`src/pkg/iorc_pkg.sv`:
```
// Shared constants for the bank recalibration handshake and its controller.
// Assumes one clock domain (pclk) for both ends.
package iorc_pkg;
	localparam int IORC_CODE_W = 7;
	localparam int IORC_NUM_IO = 8;
	localparam int IORC_CAL_CYCLES = 64;
	localparam logic [IORC_CODE_W-1:0] IORC_CODE_RST = 7'h40;
	// Controller register byte offsets
	localparam logic [7:0] IORC_OFF_CTRL = 8'h00;
	localparam logic [7:0] IORC_OFF_STATUS = 8'h04;
	localparam logic [7:0] IORC_OFF_INT_STAT = 8'h08;
	localparam logic [7:0] IORC_OFF_INT_MASK = 8'h0C;
	localparam logic [7:0] IORC_OFF_LANE_SEL = 8'h10;
	// CTRL fields
	localparam int IORC_CTRL_START = 0;
	localparam int IORC_CTRL_APPLY = 1;
	localparam int IORC_CTRL_AUTO = 2;
	// STATUS fields
	localparam int IORC_ST_DONE = 0;
	localparam int IORC_ST_READY = 1;
	localparam int IORC_ST_APPLY = 2;
	localparam int IORC_ST_BUSY = 3;
	// Interrupt fields
	localparam int IORC_INT_READY = 0;
	localparam int IORC_INT_DONE = 1;
	localparam logic [1:0] IORC_INT_RST = 2'h0;
	localparam logic [31:0] IORC_REG_RST = 32'h0000_0000;
endpackage : iorc_pkg

```
`src/pkg/iorc_if.sv`:
```
// Per-bank recalibration handshake between the calibration engine and user logic.
// Assumes both ends run on pclk.
`timescale 1ns/1ps
`default_nettype none
interface iorc_if;
	logic cal_start;
	logic cal_lock;
	logic cal_load;
	logic cal_status;
	logic cal_code_ready;
	logic io_code_ready_pulse;
	modport dev (
		input cal_start,
		input cal_lock,
		input cal_load,
		output cal_status,
		output cal_code_ready,
		output io_code_ready_pulse
	);
	modport usr (
		output cal_start,
		output cal_lock,
		output cal_load,
		input cal_status,
		input cal_code_ready,
		input io_code_ready_pulse
	);
endinterface : iorc_if
`default_nettype wire

```
`src/hw/iorc_engine.sv`:
```
// Bank calibration engine: runs calibration, holds new codes, applies on request.
// Assumes handshake inputs on pclk; meas_code arrives from the analog side.
`timescale 1ns/1ps
`default_nettype none
module iorc_engine
	import iorc_pkg::*;
#(
	parameter bit RECAL_EN = 1'b1,
	parameter int CODE_W = IORC_CODE_W,
	parameter int NUM_IO = IORC_NUM_IO,
	parameter int CAL_CYCLES = IORC_CAL_CYCLES
)(
	input wire logic pclk,
	input wire logic presetn,
	iorc_if.dev link,
	input wire logic init_cal_en,
	input wire logic [CODE_W-1:0] meas_code,
	input wire logic [NUM_IO-1:0] lane_sel,
	output logic [NUM_IO*CODE_W-1:0] io_code,
	output logic [CODE_W-1:0] lane_code
);
	typedef enum logic [4:0] {
		ST_INIT = 5'b00001,
		ST_IDLE = 5'b00010,
		ST_RUN = 5'b00100,
		ST_PEND = 5'b01000,
		ST_LATCH = 5'b10000
	} iorc_state_t;

	localparam int CNT_W = $clog2(CAL_CYCLES + 1);
	localparam logic [CNT_W-1:0] CNT_LAST = CNT_W'(CAL_CYCLES - 1);
	localparam logic [CODE_W-1:0] CODE_RST = CODE_W'(IORC_CODE_RST);

	// True on the last counting cycle of a calibration run
	function automatic logic run_end(input logic [CNT_W-1:0] c);
		return c == CNT_LAST;
	endfunction : run_end

	iorc_state_t state, next_state;
	logic [CNT_W-1:0] cnt, next_cnt;
	logic [CODE_W-1:0] meas_s1, meas_s2;
	logic [CODE_W-1:0] pend_code, next_pend_code;
	logic [CODE_W-1:0] bank_code, next_bank_code;
	logic [CODE_W-1:0] init_code, next_init_code;
	logic [CODE_W-1:0] next_lane_code;
	logic [NUM_IO*CODE_W-1:0] next_io_code;
	logic init_done, next_init_done;
	logic status, next_status;
	logic ready, next_ready;
	logic pulse, next_pulse;
	logic start_in, lock_in, load_in;

	// With recalibration off the user handshake is ignored entirely
	assign start_in = RECAL_EN & link.cal_start;
	assign lock_in = RECAL_EN & link.cal_lock;
	assign load_in = link.cal_load | ~RECAL_EN;

	assign link.cal_status = RECAL_EN & status;
	assign link.cal_code_ready = RECAL_EN & ready;
	assign link.io_code_ready_pulse = RECAL_EN & pulse;

	always_comb
	begin
		next_state = state;
		next_cnt = cnt;
		next_pend_code = pend_code;
		next_bank_code = bank_code;
		next_init_code = init_code;
		next_lane_code = lane_code;
		next_init_done = init_done;
		next_status = status;
		next_ready = ready;
		next_pulse = 1'b0;
		next_io_code = io_code;
		unique case (state)
			ST_INIT:
			begin
				next_cnt = cnt + CNT_W'(1);
				if (run_end(cnt))
				begin
					next_pend_code = meas_s2;
					next_pulse = 1'b1;
					next_ready = 1'b1;
					next_state = ST_LATCH;
				end
			end
			ST_IDLE:
			begin
				if (start_in)
				begin
					next_status = 1'b0;
					next_cnt = '0;
					next_state = ST_RUN;
				end
			end
			ST_RUN:
			begin
				next_cnt = cnt + CNT_W'(1);
				if (lock_in)
				begin
					next_pend_code = meas_s2;
					next_state = ST_LATCH;
				end
				else if (run_end(cnt))
				begin
					next_pend_code = meas_s2;
					next_pulse = 1'b1;
					next_ready = 1'b1;
					next_state = ST_PEND;
				end
			end
			ST_PEND:
			begin
				if (lock_in)
				begin
					next_state = ST_LATCH;
				end
				else if (start_in)
				begin
					next_ready = 1'b0;
					next_cnt = '0;
					next_state = ST_RUN;
				end
			end
			ST_LATCH:
			begin
				next_bank_code = pend_code;
				next_ready = 1'b0;
				next_status = 1'b1;
				if (!init_done)
				begin
					next_init_code = pend_code;
					next_lane_code = pend_code;
					next_init_done = 1'b1;
				end
				next_state = ST_IDLE;
			end
		endcase
		if (!load_in && state != ST_LATCH && init_done)
		begin
			next_bank_code = init_code;
		end
		for (int i = 0; i < NUM_IO; i++)
		begin
			// Opted-out lanes keep the frozen copy from the first run while init_cal_en is high
			next_io_code[i*CODE_W +: CODE_W] =
				(lane_sel[i] && init_cal_en) ? next_lane_code : next_bank_code;
		end
	end

	// Two-flop synchroniser; the word must be quasi-static as bits may skew
	always_ff @(posedge pclk or negedge presetn)
	begin
		if (!presetn)
		begin
			meas_s1 <= CODE_RST;
			meas_s2 <= CODE_RST;
		end
		else
		begin
			meas_s1 <= meas_code;
			meas_s2 <= meas_s1;
		end
	end

	always_ff @(posedge pclk or negedge presetn)
	begin
		if (!presetn)
		begin
			state <= ST_INIT;
			cnt <= '0;
			pend_code <= CODE_RST;
			bank_code <= CODE_RST;
			init_code <= CODE_RST;
			lane_code <= CODE_RST;
			io_code <= {NUM_IO{CODE_RST}};
			init_done <= 1'b0;
			status <= 1'b0;
			ready <= 1'b0;
			pulse <= 1'b0;
		end
		else
		begin
			state <= next_state;
			cnt <= next_cnt;
			pend_code <= next_pend_code;
			bank_code <= next_bank_code;
			init_code <= next_init_code;
			lane_code <= next_lane_code;
			io_code <= next_io_code;
			init_done <= next_init_done;
			status <= next_status;
			ready <= next_ready;
			pulse <= next_pulse;
		end
	end
endmodule : iorc_engine
`default_nettype wire

```
`src/flat_wrapper.sv`:
```
// flat-port wrapper written by rule: the top's interface ports become plain ports
module iorc_engine_flat import iorc_pkg::*;
#(
	parameter bit RECAL_EN = 1'b1,
	parameter int CODE_W = IORC_CODE_W,
	parameter int NUM_IO = IORC_NUM_IO,
	parameter int CAL_CYCLES = IORC_CAL_CYCLES
)
  (pclk, presetn, init_cal_en, meas_code, lane_sel, io_code, lane_code, link_cal_start, link_cal_lock, link_cal_load, link_cal_status, link_cal_code_ready, link_io_code_ready_pulse);
  iorc_if link_i ();
  input wire logic pclk;
  input wire logic presetn;
  input wire logic init_cal_en;
  input wire logic [CODE_W-1:0] meas_code;
  input wire logic [NUM_IO-1:0] lane_sel;
  output logic [NUM_IO*CODE_W-1:0] io_code;
  output logic [CODE_W-1:0] lane_code;
  input wire logic [$bits(link_i.cal_start)-1:0] link_cal_start;
  input wire logic [$bits(link_i.cal_lock)-1:0] link_cal_lock;
  input wire logic [$bits(link_i.cal_load)-1:0] link_cal_load;
  output wire logic [$bits(link_i.cal_status)-1:0] link_cal_status;
  output wire logic [$bits(link_i.cal_code_ready)-1:0] link_cal_code_ready;
  output wire logic [$bits(link_i.io_code_ready_pulse)-1:0] link_io_code_ready_pulse;
  assign link_i.cal_start = link_cal_start;
  assign link_i.cal_lock = link_cal_lock;
  assign link_i.cal_load = link_cal_load;
  assign link_cal_status = link_i.cal_status;
  assign link_cal_code_ready = link_i.cal_code_ready;
  assign link_io_code_ready_pulse = link_i.io_code_ready_pulse;
  iorc_engine #(.RECAL_EN(RECAL_EN), .CODE_W(CODE_W), .NUM_IO(NUM_IO), .CAL_CYCLES(CAL_CYCLES)) u_core (.pclk(pclk), .presetn(presetn), .link(link_i), .init_cal_en(init_cal_en), .meas_code(meas_code), .lane_sel(lane_sel), .io_code(io_code), .lane_code(lane_code));
endmodule
```
`config.mk`:
```
export PLATFORM = sky130hd
export DESIGN_NAME = iorc_engine_flat
export DESIGN_NICKNAME = d
export VERILOG_FILES = /design/src/pkg/iorc_pkg.sv /design/src/pkg/iorc_if.sv /design/src/hw/iorc_engine.sv /design/src/flat_wrapper.sv
export SDC_FILE = /design/constraint.sdc
export NUM_CORES = 1
export LEC_CHECK = 0
export BUFFER_PORTS_ARGS = -buffer_cell sky130_fd_sc_hd__buf_2
export CAP_MARGIN = 20
export CELL_PAD_IN_SITES_DETAIL_PLACEMENT = 1
export CELL_PAD_IN_SITES_GLOBAL_PLACEMENT = 1
export CORE_UTILIZATION = 44
export DETAILED_ROUTE_END_ITERATION = 7
export PLACE_DENSITY_LB_ADDON = 0.1
export SLEW_MARGIN = 30
export SYNTH_ARGS = -nofsm -noshare
export SYNTH_HDL_FRONTEND = slang
export SYNTH_SLANG_ARGS = --single-unit
```
`constraint.sdc`:
```
create_clock -name pclk -period 2.4 [get_ports pclk]
set_clock_uncertainty 0.2 [all_clocks]
set_input_delay 0.36 -clock pclk [delete_from_list [all_inputs] [get_ports pclk]]
set_output_delay 0.36 -clock pclk [all_outputs]
set_load 0.05 [all_outputs]
```
; ---- Word level (Yosys, flattened, before mapping)
; Index checks and enable logic that the tools add are counted.
[classes]
eq_ne = 13
muxes = 33
n_reduce_logical = 21
n_bitwise = 1
addsub = 1
[ops]
columns = op, n
row1 = 7-bit two-way mux, 16
row2 = 5-bit two-way mux, 5
row3 = 5-bit case mux with 5 select lines, 1
row4 = 7-bit case mux with 3 select lines, 1
row5 = 7-bit case mux with 2 select lines, 1
row6 = 1-bit logical AND, 10
row7 = "2-bit inequality test, second input constant", 4
row8 = 2-bit AND reduction, 4
row9 = "7-bit by 1-bit adder with 7-bit output, second input constant", 1
row10 = "7-bit by 6-bit equality test with 1-bit output, second input constant", 1
row11 = 1-bit two-way mux, 6
row12 = "5-bit by 1-bit equality test with 1-bit output, second input constant", 1
row13 = "5-bit by 2-bit equality test with 1-bit output, second input constant", 1
row14 = "5-bit by 3-bit equality test with 1-bit output, second input constant", 1
row15 = "5-bit by 4-bit equality test with 1-bit output, second input constant", 1
row16 = "5-bit equality test, second input constant", 1
row17 = "5-bit inequality test, second input constant", 1
row18 = 1-bit case mux with 2 select lines, 2
row19 = 1-bit case mux with 4 select lines, 1
row20 = 4-bit AND reduction, 1
row21 = 2-bit nonzero test, 2
row22 = 4-bit nonzero test, 1
row23 = "3-bit by 2-bit inequality test with 1-bit output, second input constant", 1
row24 = 3-bit nonzero test, 1
row25 = 4 further kinds, 4
[totals]
out_inout_bits = 66
in_bits = 21
word_cells = 82
reg_bits = 114

; ---- Logic depth before layout (Yosys ltp)
; Gate-level depths: netlist (run 1).
[logic_depth]
word_depth = 5
ltp_mapped = 7
depth_no_buf = 5

; ---- Worst setup path after synthesis (run 1)
; No wires, ideal clock.
[synth_path]
path_kind = register to register
start = register u_core.state[0]
end = register u_core.io_code[11]
period_less_slack_ns = 2.186
setup_ns = 0.111
arrival_ns = 1.875
slack_ns = 0.214
path_buffers = 3
path_stages_with_launch = 8
path_cell_list = dfstp_2 buf_6 or4b_4 or2_1 buf_6 and3_1 buf_4 a222oi_1
[synth_via]
elab_chain_len = 5
[synth_lines]
columns = item, line
row1 = "start, declared", iorc_engine.sv:39  ; iorc_state_t state, next_state;
row2 = "start signal, assigned", iorc_engine.sv:184  ; state <= next_state;
row3 = 5-bit inequality test, iorc_engine.sv:139  ; if (!load_in && state != ST_LATCH && init_done)
row4 = 1-bit logical AND (2 in series), iorc_engine.sv:139
row5 = 7-bit two-way mux, iorc_engine.sv:139
row6 = 7-bit two-way mux *, iorc_engine.sv:147  ; (lane_sel[i] && init_cal_en) ? next_lane_code : next_bank_code;
row7 = via u_core.next_io_code[11], iorc_engine.sv:46  ; logic [NUM_IO*CODE_W-1:0] next_io_code;
row8 = "end signal, assigned", iorc_engine.sv:176  ; io_code <= {NUM_IO{CODE_RST}};
row9 = "end signal, assigned", iorc_engine.sv:190  ; io_code <= next_io_code;
row10 = "end, declared", iorc_engine.sv:19  ; output logic [NUM_IO*CODE_W-1:0] io_code,
; The timed path passes the listed nets; every way through them passes the cells marked *.
; A chain may end at the register's enable or synchronous reset.

; ---- Final worst setup path (run 1)
[layout_path]
start = register u_core.state[1]
end = register u_core.io_code[12]
; Same word-level chain as after synthesis.

==> run summary, run 1 <==
Net switching is 44.2% of the power. Clock tree synthesis inserted a total of 17 buffers. The region available for standard cell placement spans 10300 um2. The total wire length after detailed routing is 13.4 mm, and the largest voltage drop on the vdd net is 0.707 mV.

Synthesis instantiated 38 different standard cells from the library. The logs give 416 MHz for the highest attainable clock frequency and 0 for the total of max-cap violations. The run gives 3755 as the total via count in the routed design.

The clock network burns 27.0% of the power. For this run, design rule violations remaining after detail routing come to 16. For the worst-skew pair, the clock arrives at the later sink with an insertion delay of 0.51 ns. Global routing used 25.2% of the available tracks.

Summing the sequential cell areas from Yosys gives 61.2% of the chip area. STA classifies the critical path startpoint as a flop. The utilization of the core after routing came out at 59.0%. The area overhead of the layout relative to synthesis works out to 29.9%. The routed design could run at a clock period as short as 2.41 ns. The tools report the cell area after synthesis as 4690 um2. The count of inserted antenna diode cells is 0, and the data required time at the worst endpoint is 2.55 ns. The share of layout cells above drive strength 1 works out to 38.3%.

Routability-driven placement finished with a final weighted congestion of 0.771. The number of warnings printed during yosys synthesis is 0, and the final total negative setup slack is -0.00669 ns. The synthesized netlist devotes 0.267% of its cell area to adder and majority cells.

The worst register-to-register path ends at u_core.io_code[12]$_DFF_PN0_. In the routed layout, each cell is associated on average with a via count of 5.99. Measured against its own limit, the worst slew margin works out to 58.5%.

The number of nets in the synthesized netlist is 385. The run gives 0 as the remaining number of nets flagged by the antenna check after routing. The tools report the via count of the first global-routing pass as 3788. Synthesis inferred 114 register bits. The cell count of the worst reg-to-reg path came out at 4.

After clock tree synthesis, the clock-pin slew on the worst setup and hold paths is 0.06 ns. For the H-tree depth reported by CTS, the log shows 4. The initial antenna violation count was 0; the standby leakage power was 0.00276 uW. Counting along the longest clock path gives a buffer depth of 2. Multiplexer cells account for 3.81% of the synthesized area.

The count of standard-cell rows came out at 37. The checks that failed: design-rule violations, negative setup slack. The internal power component is 5480 uW, and the leftover overflow at the end of global routing is 0.

Overall power consumption after layout is estimated at 9830 uW. The average wire length per cell after detail routing came out at 21.4 um. The tree is rooted in a sky130_fd_sc_hd__clkbuf_8. In the layout the commonest cells are sky130_fd_sc_hd__dfrtp_1, sky130_fd_sc_hd__buf_2, sky130_fd_sc_hd__a222oi_1, sky130_fd_sc_hd__nand2_1. The initial utilization of the core area, before any placement, comes to 45.4%. From left edge to right edge, the die measures 105 um.

Combinational family with the most area after synthesis: compound AO/OA/AOI/OAI gates. Setup repair after global routing could not meet its margin everywhere. At the worst endpoint, the arrival time is 2.56 ns. The run finished, with violations left. Endpoint kind of the worst setup timing path: a flop.

The worst setup margin is -0.00669 ns. The run gives 1 as the final number of setup-violating endpoints. The library cell used most frequently in the layout, excluding fill and tap cells, is sky130_fd_sc_hd__dfrtp_1. The detailed placer's ending HPWL was 8.71 mm; the xor-xnor portion of the synthesized cell area was 1.12%. In this run, the combinational gates consume 43.5% of the power.

In this run the critical register-to-register path is launched from u_core.state[1]$_DFFE_PN0P_. For this design the total switching power over the nets is 4350 uW. In this run, flip-flops and latches consume 29.5% of the power. The worst setup path is of the flop to flop kind. The power per cell area was 1610 nW/um2. The number of primary I/O pins is 87, and the post-synthesis area per instance is 12.9 um2.

The number of violations reported at the end of detailed-routing iteration 0 is 434. TritonCTS built the clock tree. The final layout contains 500 nets. Synthesis produced 363 cells.

The setup slack on the worst flop-to-flop path was -0.007 ns; the simple-gate portion of the synthesized area was 9.60%. At the pin with the least slew margin, the transition time is 0.620 ns. The tightest hold path in the finished design has a slack of 0.0107 ns. The fraction of the mapped netlist area in compound gates was 19.5%; the first-pass iteration count of the detailed router was 8.

The first global-routing pass estimated 21.1 mm of wire. Buffers placed on the I/O ports in this run total 86. The classification of the worst-slack hold path was primary input to async pin. The clock net sink count is 114. Of all nets on the critical path, the largest fanout is 9. The run gives 0 as the final number of hold-violating endpoints. From bottom edge to top edge, the die measures 105 um.

The final worst-path cycle share was 100%; the die footprint was 11100 um2. The final-report max-slew violation count was 0. The tools report the largest net degree at the start of global routing as 67.
-- sequential cells by signal, summed over array words and instances, names as in the netlist, 5 cells and up --
| name | count |
|---|---|
| u_core.init_code | 7 |
| u_core.meas_s2 | 7 |
| u_core.pend_code | 7 |
| u_core.cnt | 7 |
| u_core.lane_code | 7 |
| u_core.io_code | 56 |
| u_core.bank_code | 7 |
| u_core.state | 5 |
| u_core.meas_s1 | 7 |
-- layer usage --
layer | vias up | wire length [um] | global-route usage (%)
met4 | 0 | 146 | 10.1
met5 | - | 0 | 0
met2 | 176 | 6780 | 41.0
met1 | 1920 | 5700 | 32.7
li1 | 1647 | - | -
met3 | 12 | 811 | 5.81
-- synth_stat cells (all sizes together) --
library cell / instances / area (um2)
dfstp: 15 / 394
nor2b: 3 / 18.8
mux2: 15 / 169
a222oi: 56 / 561
dfrtp: 99 / 2480
o21a: 1 / 7.51
a21oi: 11 / 55.1
o21ai: 11 / 55.1
xnor2: 5 / 43.8
clkinv: 14 / 52.6
ha: 1 / 12.5
nor3: 7 / 35.0
nor3b: 3 / 22.5
inv: 3 / 11.3
xor2: 1 / 8.76
or4b: 1 / 13.8
o22a: 1 / 8.76
nand3: 4 / 20.0
a22oi: 1 / 7.51
nor4: 3 / 18.8
a31o: 2 / 17.5
mux2i: 1 / 10.0
nand2: 33 / 124
and3: 7 / 43.8
nand2b: 3 / 18.8
clkbuf: 5 / 18.8
or2: 1 / 6.26
or3: 3 / 18.8
o211a: 1 / 10.0
buf: 16 / 129
a31oi: 9 / 176
nand3b: 2 / 15.0
a32oi: 1 / 16.3
nor2: 22 / 82.6
nand4: 2 / 12.5
-- worst max-delay path by stage --
stage                                      from                            to  cells past startpoint
finish              u_core.state[1]$_DFFE_PN0P_  u_core.io_code[12]$_DFF_PN0_                      4
global route        u_core.state[1]$_DFFE_PN0P_  u_core.io_code[15]$_DFF_PN0_                      4
CTS                 u_core.state[1]$_DFFE_PN0P_  u_core.io_code[12]$_DFF_PN0_                      4
detailed placement  u_core.state[1]$_DFFE_PN0P_  u_core.io_code[12]$_DFF_PN0_                      4
global placement    u_core.state[1]$_DFFE_PN0P_  u_core.io_code[12]$_DFF_PN0_                      4
floorplan           u_core.state[0]$_DFFE_PN1P_  u_core.io_code[11]$_DFF_PN0_                      7
-- power groups by stage --
stage | sequential, uW | clock, uW | combinational (uW)
finish | 2900 | 2660 | 4280
global route | 2960 | 2790 | 4460
CTS | 2900 | 2690 | 4230
detailed placement | 2920 | 0 | 4140
global placement | 2900 | 0 | 4080
floorplan | 4470 | 0 | 1670
-- through the flow --
step                      cells  worst slack [ns]  area, um2
after detailed placement    584           0.00359       5330
after floorplan             363             0.214       4690
after CTS                   624            0.0350       6040
after global routing        627           -0.0152       6090
final                       627          -0.00669       6090
after global placement      584            0.0159       5330
-- what timing repair did --
item                                    in CTS  in global routing
setup buffers                                0                  2
hold buffers                                 8                  0
pin swaps                                    2                  2
endpoints found under the hold margin      106                  0
endpoints found under the setup margin       3                  2
gates resized for setup                      3                  3
cloned                                       0                  1
-- logic make-up (layout without fill, tap and decap cells) --
logic type,count (synthesis),count (layout)
and+or+nand+nor,94,94
AOI/OAI and AO/OA,94,94
xor gates and xnor gates,6,6
adders and majority gates,1,1
muxes,16,16
DFF,114,114
buffers and inverters,38,166
-- area by class of cell --
| type | instances | area, um2 |
|---|---|---|
| Fill cell | 1038 | 4230 |
| Sequential cell | 114 | 2870 |
| Multi-Input combinational cell | 211 | 1630 |
| Timing Repair Buffer | 117 | 728 |
| Clock buffer | 18 | 428 |
| Clock inverter | 14 | 200 |
| Tap cell | 136 | 170 |
| Inverter | 17 | 63.8 |
-- critical path: stages, from the launching register on --
cell and delay [ns]:
sky130_fd_sc_hd__dfrtp_1 0.39, sky130_fd_sc_hd__or4b_4 0.58, sky130_fd_sc_hd__or2_4 0.30, sky130_fd_sc_hd__and3_2 0.27, sky130_fd_sc_hd__a222oi_1 0.51
Note: power is estimated with default switching activity, not from simulation.
==> run 2, diff against run 1 <==
--- a/config.mk
+++ b/config.mk
@@ -11,6 +11,7 @@
 export CELL_PAD_IN_SITES_GLOBAL_PLACEMENT = 1
 export CORE_UTILIZATION = 44
 export DETAILED_ROUTE_END_ITERATION = 7
+export HOLD_SLACK_MARGIN = 0.02
 export PLACE_DENSITY_LB_ADDON = 0.1
 export SLEW_MARGIN = 30
 export SYNTH_ARGS = -nofsm -noshare
==> run summary, run 2 (synthesized netlist as in run 1, its figures left out) <==
The run finished, with violations left. Violations in the final reports: design-rule violations, negative setup slack (unchanged). The number of buffer and inverter instances along the worst setup path came out at 0 (unchanged). The die footprint was 11100 um2 (unchanged); the floorplan die height was 105 um (unchanged).

The clock-pin slew on the worst setup and hold paths came out at 0.06 ns (about the same). The tools report the count of inserted antenna diode cells as 0 (unchanged). The final number of hold-violating endpoints was 0 (unchanged); the number of buffers added by the clock tree synthesis step was 17 (unchanged). The final number of setup-violating endpoints was 1 (unchanged); the clock net sink count was 114 (unchanged). The remaining number of nets flagged by the antenna check after routing is 0 (unchanged), and the share of layout cells above drive strength 1 is 38.3% (about the same).

The post-layout net count came out at 503 (was 500). The tools report the largest voltage drop on the vdd net as 0.706 mV (was 0.707 mV). The initial cell density of the core is 45.4% (unchanged). The tools report the worst slew margin relative to its limit as 55.8% (was 58.5%). Type of the worst setup path: flop to flop (unchanged). The largest fanout on the critical path works out to 9 (unchanged).

The highest attainable clock frequency is 416 MHz (about the same), and the final hold slack is 0.0556 ns (was 0.0107 ns). TritonCTS built the clock tree. The run gives 2 (unchanged) as the number of buffers on the longest clock path. The placeable core area was 10300 um2 (unchanged); the area of all placed cells without fillers was 6130 um2 (was 6090 um2).

The clock latency on the worst-skew pair came out at 0.52 ns (was 0.51 ns). The final worst-path cycle share was 100% (about the same); the standby leakage power was 0.00278 uW (was 0.00276 uW). Commonest non-fill, non-tap cells in the layout: sky130_fd_sc_hd__dfrtp_1, sky130_fd_sc_hd__buf_2, sky130_fd_sc_hd__a222oi_1, sky130_fd_sc_hd__nand2_1 (unchanged). Setup repair after global routing could not meet its margin everywhere. The classification of the worst-slack hold path was primary input to flop (was primary input to async pin). The cell count after placement is 584 (unchanged), and the post-placement worst setup slack is 0.00359 ns (unchanged).

The clock root buffer is sky130_fd_sc_hd__clkbuf_8 (unchanged). The cell family with the largest share of critical-path delay is simple AND/OR/NAND/NOR gates (unchanged). The logs give 630 (was 627) for the non-filler instance count after layout and 25.4% (was 25.2%) for the aggregate global-route resource usage. The power per cell area works out to 1610 nW/um2 (about the same).

The number of violations reported at the end of detailed-routing iteration 0 was 437 (was 434); the largest net degree at the start of global routing was 67 (unchanged). The run gives 37 (unchanged) as the count of standard-cell rows. The overall power consumption is 9860 uW (was 9830 uW), and the number of primary I/O pins is 87 (unchanged). The DRC violations left is 17 (was 16). The final weighted congestion of routability-driven global placement was 0.771 (unchanged); the H-tree depth reported by CTS was 4 (unchanged). The placed instance area is 5330 um2 (unchanged). Most common cell after layout, fill and taps aside: sky130_fd_sc_hd__dfrtp_1 (unchanged). The final-report max-slew violation count is 0 (unchanged), and the total wire length after detailed routing is 13.6 mm (was 13.4 mm). The logs give -0.00142 ns (was -0.00669 ns) for the worst setup margin and 8 (unchanged) for the first-pass iteration count of the detailed router.

For the total of max-cap violations, the log shows 0 (unchanged). The register ranked first by flip-flop count was u_core.io_code (unchanged). The average wire length per cell after detail routing came out at 21.6 um (was 21.4 um). The type of origin of the critical path was a flop (unchanged).

The arrival time of data at the critical path endpoint was 2.56 ns (about the same). The horizontal die dimension is 105 um (unchanged), and the shortest period the worst path allows is 2.40 ns (was 2.41 ns). The leftover overflow at the end of global routing was 0 (unchanged); the global-route wire length before repair was 21.3 mm (was 21.1 mm). The run gives 2.56 ns (was 2.55 ns) as the data required time at the worst endpoint. The via count of the first global-routing pass was 3819 (was 3788). Total of buffers placed on input and output ports: 86 (unchanged). The tools report the endpoint kind of the worst setup timing path as a flop (unchanged). The actual transition at the worst max-transition pin was 0.661 ns (was 0.620 ns).

The via count normalized by instance count was 6.01 (was 5.99); the area overhead of the layout relative to synthesis was 30.6% (was 29.9%). List of cells traversed by the critical path: or4b_4 -> or2_4 -> and3_2 -> a222oi_1 (unchanged). The largest stage delay on the critical path was 0.58 ns (about the same); the total via count in the routed design was 3786 (was 3755). The tools report the initial antenna violation count as 0 (unchanged). The detailed placer's ending HPWL came out at 8.71 mm (unchanged).

Flip-flop count of the largest register, all copies and words added: 56 (unchanged). The library cell contributing the largest single delay on the critical path was sky130_fd_sc_hd__or4b_4 (unchanged).
## run 2: cell count changes in the layout (fill, tap and decap cells not counted)
cell                            change
sky130_fd_sc_hd__nor3_1             -1
sky130_fd_sc_hd__dlygate4sd3_1      +3
sky130_fd_sc_hd__nor3_2             +1
## run 2: final timing paths
path                                        startpoint                                      to  slack, ns  cells past startpoint
setup / recovery           u_core.state[1]$_DFFE_PN0P_            u_core.io_code[12]$_DFF_PN0_     -0.001                      4
hold / removal                          link_cal_start             u_core.state[1]$_DFFE_PN0P_       0.06                      3
setup reg to reg           u_core.state[1]$_DFFE_PN0P_            u_core.io_code[12]$_DFF_PN0_     -0.001                      4
hold reg to reg            u_core.meas_s1[3]$_DFF_PN0_             u_core.meas_s2[3]$_DFF_PN0_       0.15                      0
max in group asynchronous                      presetn             u_core.io_code[5]$_DFF_PN0_       1.08                      3
min in group asynchronous                      presetn  u_core.link.cal_code_ready$_DFFE_PN0P_       0.19                      3
## run 2: metrics by stage
| step | utilization (%) | TNS (ns) |
|---|---|---|
| finish | 59.4 | -0.00142 |
| CTS | 58.8 | 0 |
| global placement | 51.6 | 0 |
| global route | 59.4 | -0.0152 |
| detailed placement | 51.6 | 0 |
| floorplan | - | 0 |
## run 2: tightest hold or removal path, stage by stage
cell and delay, ns:
sky130_fd_sc_hd__buf_2 0.13, sky130_fd_sc_hd__inv_1 0.09, sky130_fd_sc_hd__a31o_2 0.15
## run 2: what timing repair did
| action | 4_1_cts | 5_1_grt |
|---|---|---|
| setup endpoints to repair | 3 | 3 |
| buffers inserted | 0 | 2 |
| resized for setup | 3 | 4 |
| cloned | 0 | 1 |
| hold buffers | 11 | 0 |
| pin swaps | 2 | 2 |
| endpoints found under the hold margin | 107 | 0 |
## run 2: area by class of cell
class                   instances  area, um2
fillers                      1038       4200
flip-flops and latches        114       2870
multi-input cells             211       1640
repair buffers                120        758
clock buffers                  18        428
clock inverters                14        200
well taps                     136        170
inverters                      17       63.8
## run 2: report_power, final
part	switching, uW	internal (uW)
clock	937	1730
sequential	282	2620
combinational	3150	1150
total	4360	5490
## run 2: layer usage
layer	up-vias	wire, um	track usage, %	share of wire (%)
li1	1657	-	-	-
met1	1916	5700	32.8	42
met2	186	6840	41.5	50
met3	27	828	5.81	6.1
met4	0	208	10.1	1.5
met5	-	0	0	0
==> run 3, diff against run 2 <==
--- a/config.mk
+++ b/config.mk
@@ -5,7 +5,7 @@
 export SDC_FILE = /design/constraint.sdc
 export NUM_CORES = 1
 export LEC_CHECK = 0
-export BUFFER_PORTS_ARGS = -buffer_cell sky130_fd_sc_hd__buf_2
+export BUFFER_PORTS_ARGS = -buffer_cell sky130_fd_sc_hd__buf_4
 export CAP_MARGIN = 20
 export CELL_PAD_IN_SITES_DETAIL_PLACEMENT = 1
 export CELL_PAD_IN_SITES_GLOBAL_PLACEMENT = 1
==> run summary, run 3 (synthesized netlist as in run 1, its figures left out) <==
The highest attainable clock frequency is 414 MHz (was 416 MHz). The power per cell area was 1660 nW/um2 (was 1610 nW/um2). The tools report the final hold slack as 0.0506 ns (was 0.0556 ns). The horizontal die dimension came out at 105 um (unchanged). TritonCTS built the clock tree.

The aggregate global-route resource usage was 27.7% (was 25.4%). The count of inserted antenna diode cells is 0 (unchanged), and the count of standard-cell rows is 37 (unchanged). The via count normalized by instance count works out to 6.10 (was 6.01).

The tools report the endpoint kind of the worst setup timing path as a flop (unchanged). For the final-report max-slew violation count, the log shows 0 (unchanged). The run finished, with violations left. The initial cell density of the core was 45.4% (unchanged). The total of buffers placed on input and output ports is 86 (unchanged). The routed metal-1 wirelength was 6.09 mm (was 5.70 mm); the first-pass iteration count of the detailed router was 8 (unchanged). The final worst-path cycle share was 101% (was 100%).

For the DRC violations left, the log shows 6 (was 17). The top layer reached by signal wires was met4 (unchanged). Shortest period the worst path allows: 2.42 ns (was 2.40 ns). The global-route wire length before repair is 22.9 mm (was 21.3 mm), and the initial antenna violation count is 0 (unchanged). The final number of setup-violating endpoints was 1 (unchanged).

The number of buffers added by the clock tree synthesis step was 17 (unchanged). The largest fanout on the critical path came out at 9 (unchanged). The most common cell after layout, fill and taps aside is sky130_fd_sc_hd__buf_4 (was sky130_fd_sc_hd__dfrtp_1). Setup repair after global routing could not meet its margin everywhere. The tools report the H-tree depth reported by CTS as 4 (unchanged). The area overhead of the layout relative to synthesis is 35.1% (was 30.6%).

The logs give 0.00282 uW (was 0.00278 uW) for the standby leakage power and 11100 um2 (unchanged) for the die footprint. The tools report the via count of the first global-routing pass as 3960 (was 3819). The register ranked first by flip-flop count was u_core.io_code (unchanged). Violations in the final reports: design-rule violations, negative setup slack (unchanged). The clock latency on the worst-skew pair was 0.53 ns (was 0.52 ns). The flip-flop count of the largest register, all copies and words added came out at 56 (unchanged). The logs give 1047 (was 1038) for the count of filler cells inserted in the layout and 2.59 ns (was 2.56 ns) for the arrival time of data at the critical path endpoint. The post-layout net count came out at 498 (was 503). The tools report the cell count after placement as 582 (was 584).

The largest net degree at the start of global routing is 52 (was 67). For the overall power consumption, the log shows 10500 uW (was 9860 uW). The total via count in the routed design was 3810 (was 3786).

The run gives 9.26 mm (was 8.71 mm) as the detailed placer's ending HPWL. The floorplan die height works out to 105 um (unchanged). The data required time at the worst endpoint is 2.57 ns (was 2.56 ns), and the worst setup margin is -0.0157 ns (was -0.00142 ns). The placeable core area was 10300 um2 (unchanged); the final weighted congestion of routability-driven global placement was 0.871 (was 0.771). The clock net sink count is 114 (unchanged), and the non-filler instance count after layout is 625 (was 630). The detailed-routed wire length on met3 was 1.02 mm (was 828 um); the remaining number of nets flagged by the antenna check after routing was 0 (unchanged). The final number of hold-violating endpoints is 0 (unchanged), and the share of layout cells above drive strength 1 is 38.2% (was 38.3%).

The total of max-cap violations came out at 0 (unchanged). The logs give -0.0157 ns (was -0.00142 ns) for the final total negative setup slack and 56.9% (was 55.8%) for the worst slew margin relative to its limit. The leftover overflow at the end of global routing was 0 (unchanged); the number of buffers on the longest clock path was 2 (unchanged). The tools report the clock root buffer as sky130_fd_sc_hd__clkbuf_8 (unchanged). Classification of the worst-slack hold path: primary input to flop (unchanged). The number of primary I/O pins came out at 87 (unchanged). Commonest non-fill, non-tap cells in the layout: sky130_fd_sc_hd__buf_4, sky130_fd_sc_hd__dfrtp_1, sky130_fd_sc_hd__a222oi_1, sky130_fd_sc_hd__nand2_1, sky130_fd_sc_hd__nor2_1 (was sky130_fd_sc_hd__dfrtp_1, sky130_fd_sc_hd__buf_2, sky130_fd_sc_hd__a222oi_1, sky130_fd_sc_hd__nand2_1). The actual transition at the worst max-transition pin was 0.644 ns (was 0.661 ns); the clock-pin slew on the worst setup and hold paths was 0.06 ns (about the same). The total wire length after detailed routing was 14.6 mm (was 13.6 mm).

The number of violations reported at the end of detailed-routing iteration 0 is 455 (was 437), and the met2 wire length is 7.25 mm (was 6.84 mm). For the largest voltage drop on the vdd net, the log shows 0.697 mV (was 0.706 mV). The type of origin of the critical path is a flop (unchanged). The average wire length per cell after detail routing works out to 23.3 um (was 21.6 um). The type of the worst setup path is flop to flop (unchanged).
==> run 3: stage by stage <==
| stage | worst slack (ns) | cell area [um2] | utilization, % |
|---|---|---|---|
| 2_1_floorplan | 0.214 | 4690 | - |
| 3_5_place_dp | 0.0442 | 5530 | 53.5 |
| 5_1_grt | -0.0404 | 6340 | 61.4 |
| 6_report | -0.0157 | 6340 | 61.4 |
| 4_1_cts | 0.00697 | 6290 | 60.9 |
| 3_3_place_gp | 0.0870 | 5530 | 53.5 |
==> run 3: path summary, 6_finish.rpt <==
path | end | cells after the start | startpoint | slack (ns)
max reg2reg | u_core.io_code[45]$_DFF_PN0_ | 6 | u_core.state[1]$_DFFE_PN0P_ | -0.02
max | u_core.io_code[45]$_DFF_PN0_ | 6 | u_core.state[1]$_DFFE_PN0P_ | -0.02
min in group asynchronous | u_core.link.cal_status$_DFFE_PN0P_ | 2 | presetn | 0.13
min | u_core.state[1]$_DFFE_PN0P_ | 3 | link_cal_start | 0.05
min reg2reg | u_core.meas_s2[4]$_DFF_PN0_ | 0 | u_core.meas_s1[4]$_DFF_PN0_ | 0.15
max in group asynchronous | u_core.lane_code[6]$_DFF_PN1_ | 3 | presetn | 1.19
==> run 3: layout make-up <==
cell class                      count  area [um2]  area share, %
Tap cell                          136         170           2.68
Clock inverter                     14         248           3.91
Inverter                           17        63.8           1.01
Sequential cell                   114        2870           45.3
Timing Repair Buffer              115         926           14.6
Clock buffer                       18         418           6.59
Multi-Input combinational cell    211        1640           25.9
==> run 3: power breakdown <==
group	internal, uW	total (uW)	switching [uW]
registers	2620	2930	315
logic	1500	4700	3210
clock network	1910	2870	961
total	6030	10500	4480
==> run 3: what timing repair did <==
item	CTS	global route
buffers inserted	0	1
resized for setup	0	9
setup endpoints to repair	0	18
hold buffers	10	0
endpoints found under the hold margin	108	0
==> run 3: metal layers <==
layer  vias to the layer above  GRT usage [%]
met5                         -              0
met4                         0           8.65
met3                        23           6.62
met2                       195           44.7
met1                      1946           37.0
li1                       1646              -
==> run 3: worst max-delay path: stages, from the launching register on <==
cell                       delay, ns
sky130_fd_sc_hd__dfrtp_1        0.38
sky130_fd_sc_hd__or4b_4         0.54
sky130_fd_sc_hd__buf_4          0.16
sky130_fd_sc_hd__nor3_2         0.12
sky130_fd_sc_hd__buf_4          0.20
sky130_fd_sc_hd__nor2_1         0.17
sky130_fd_sc_hd__a222oi_1       0.47
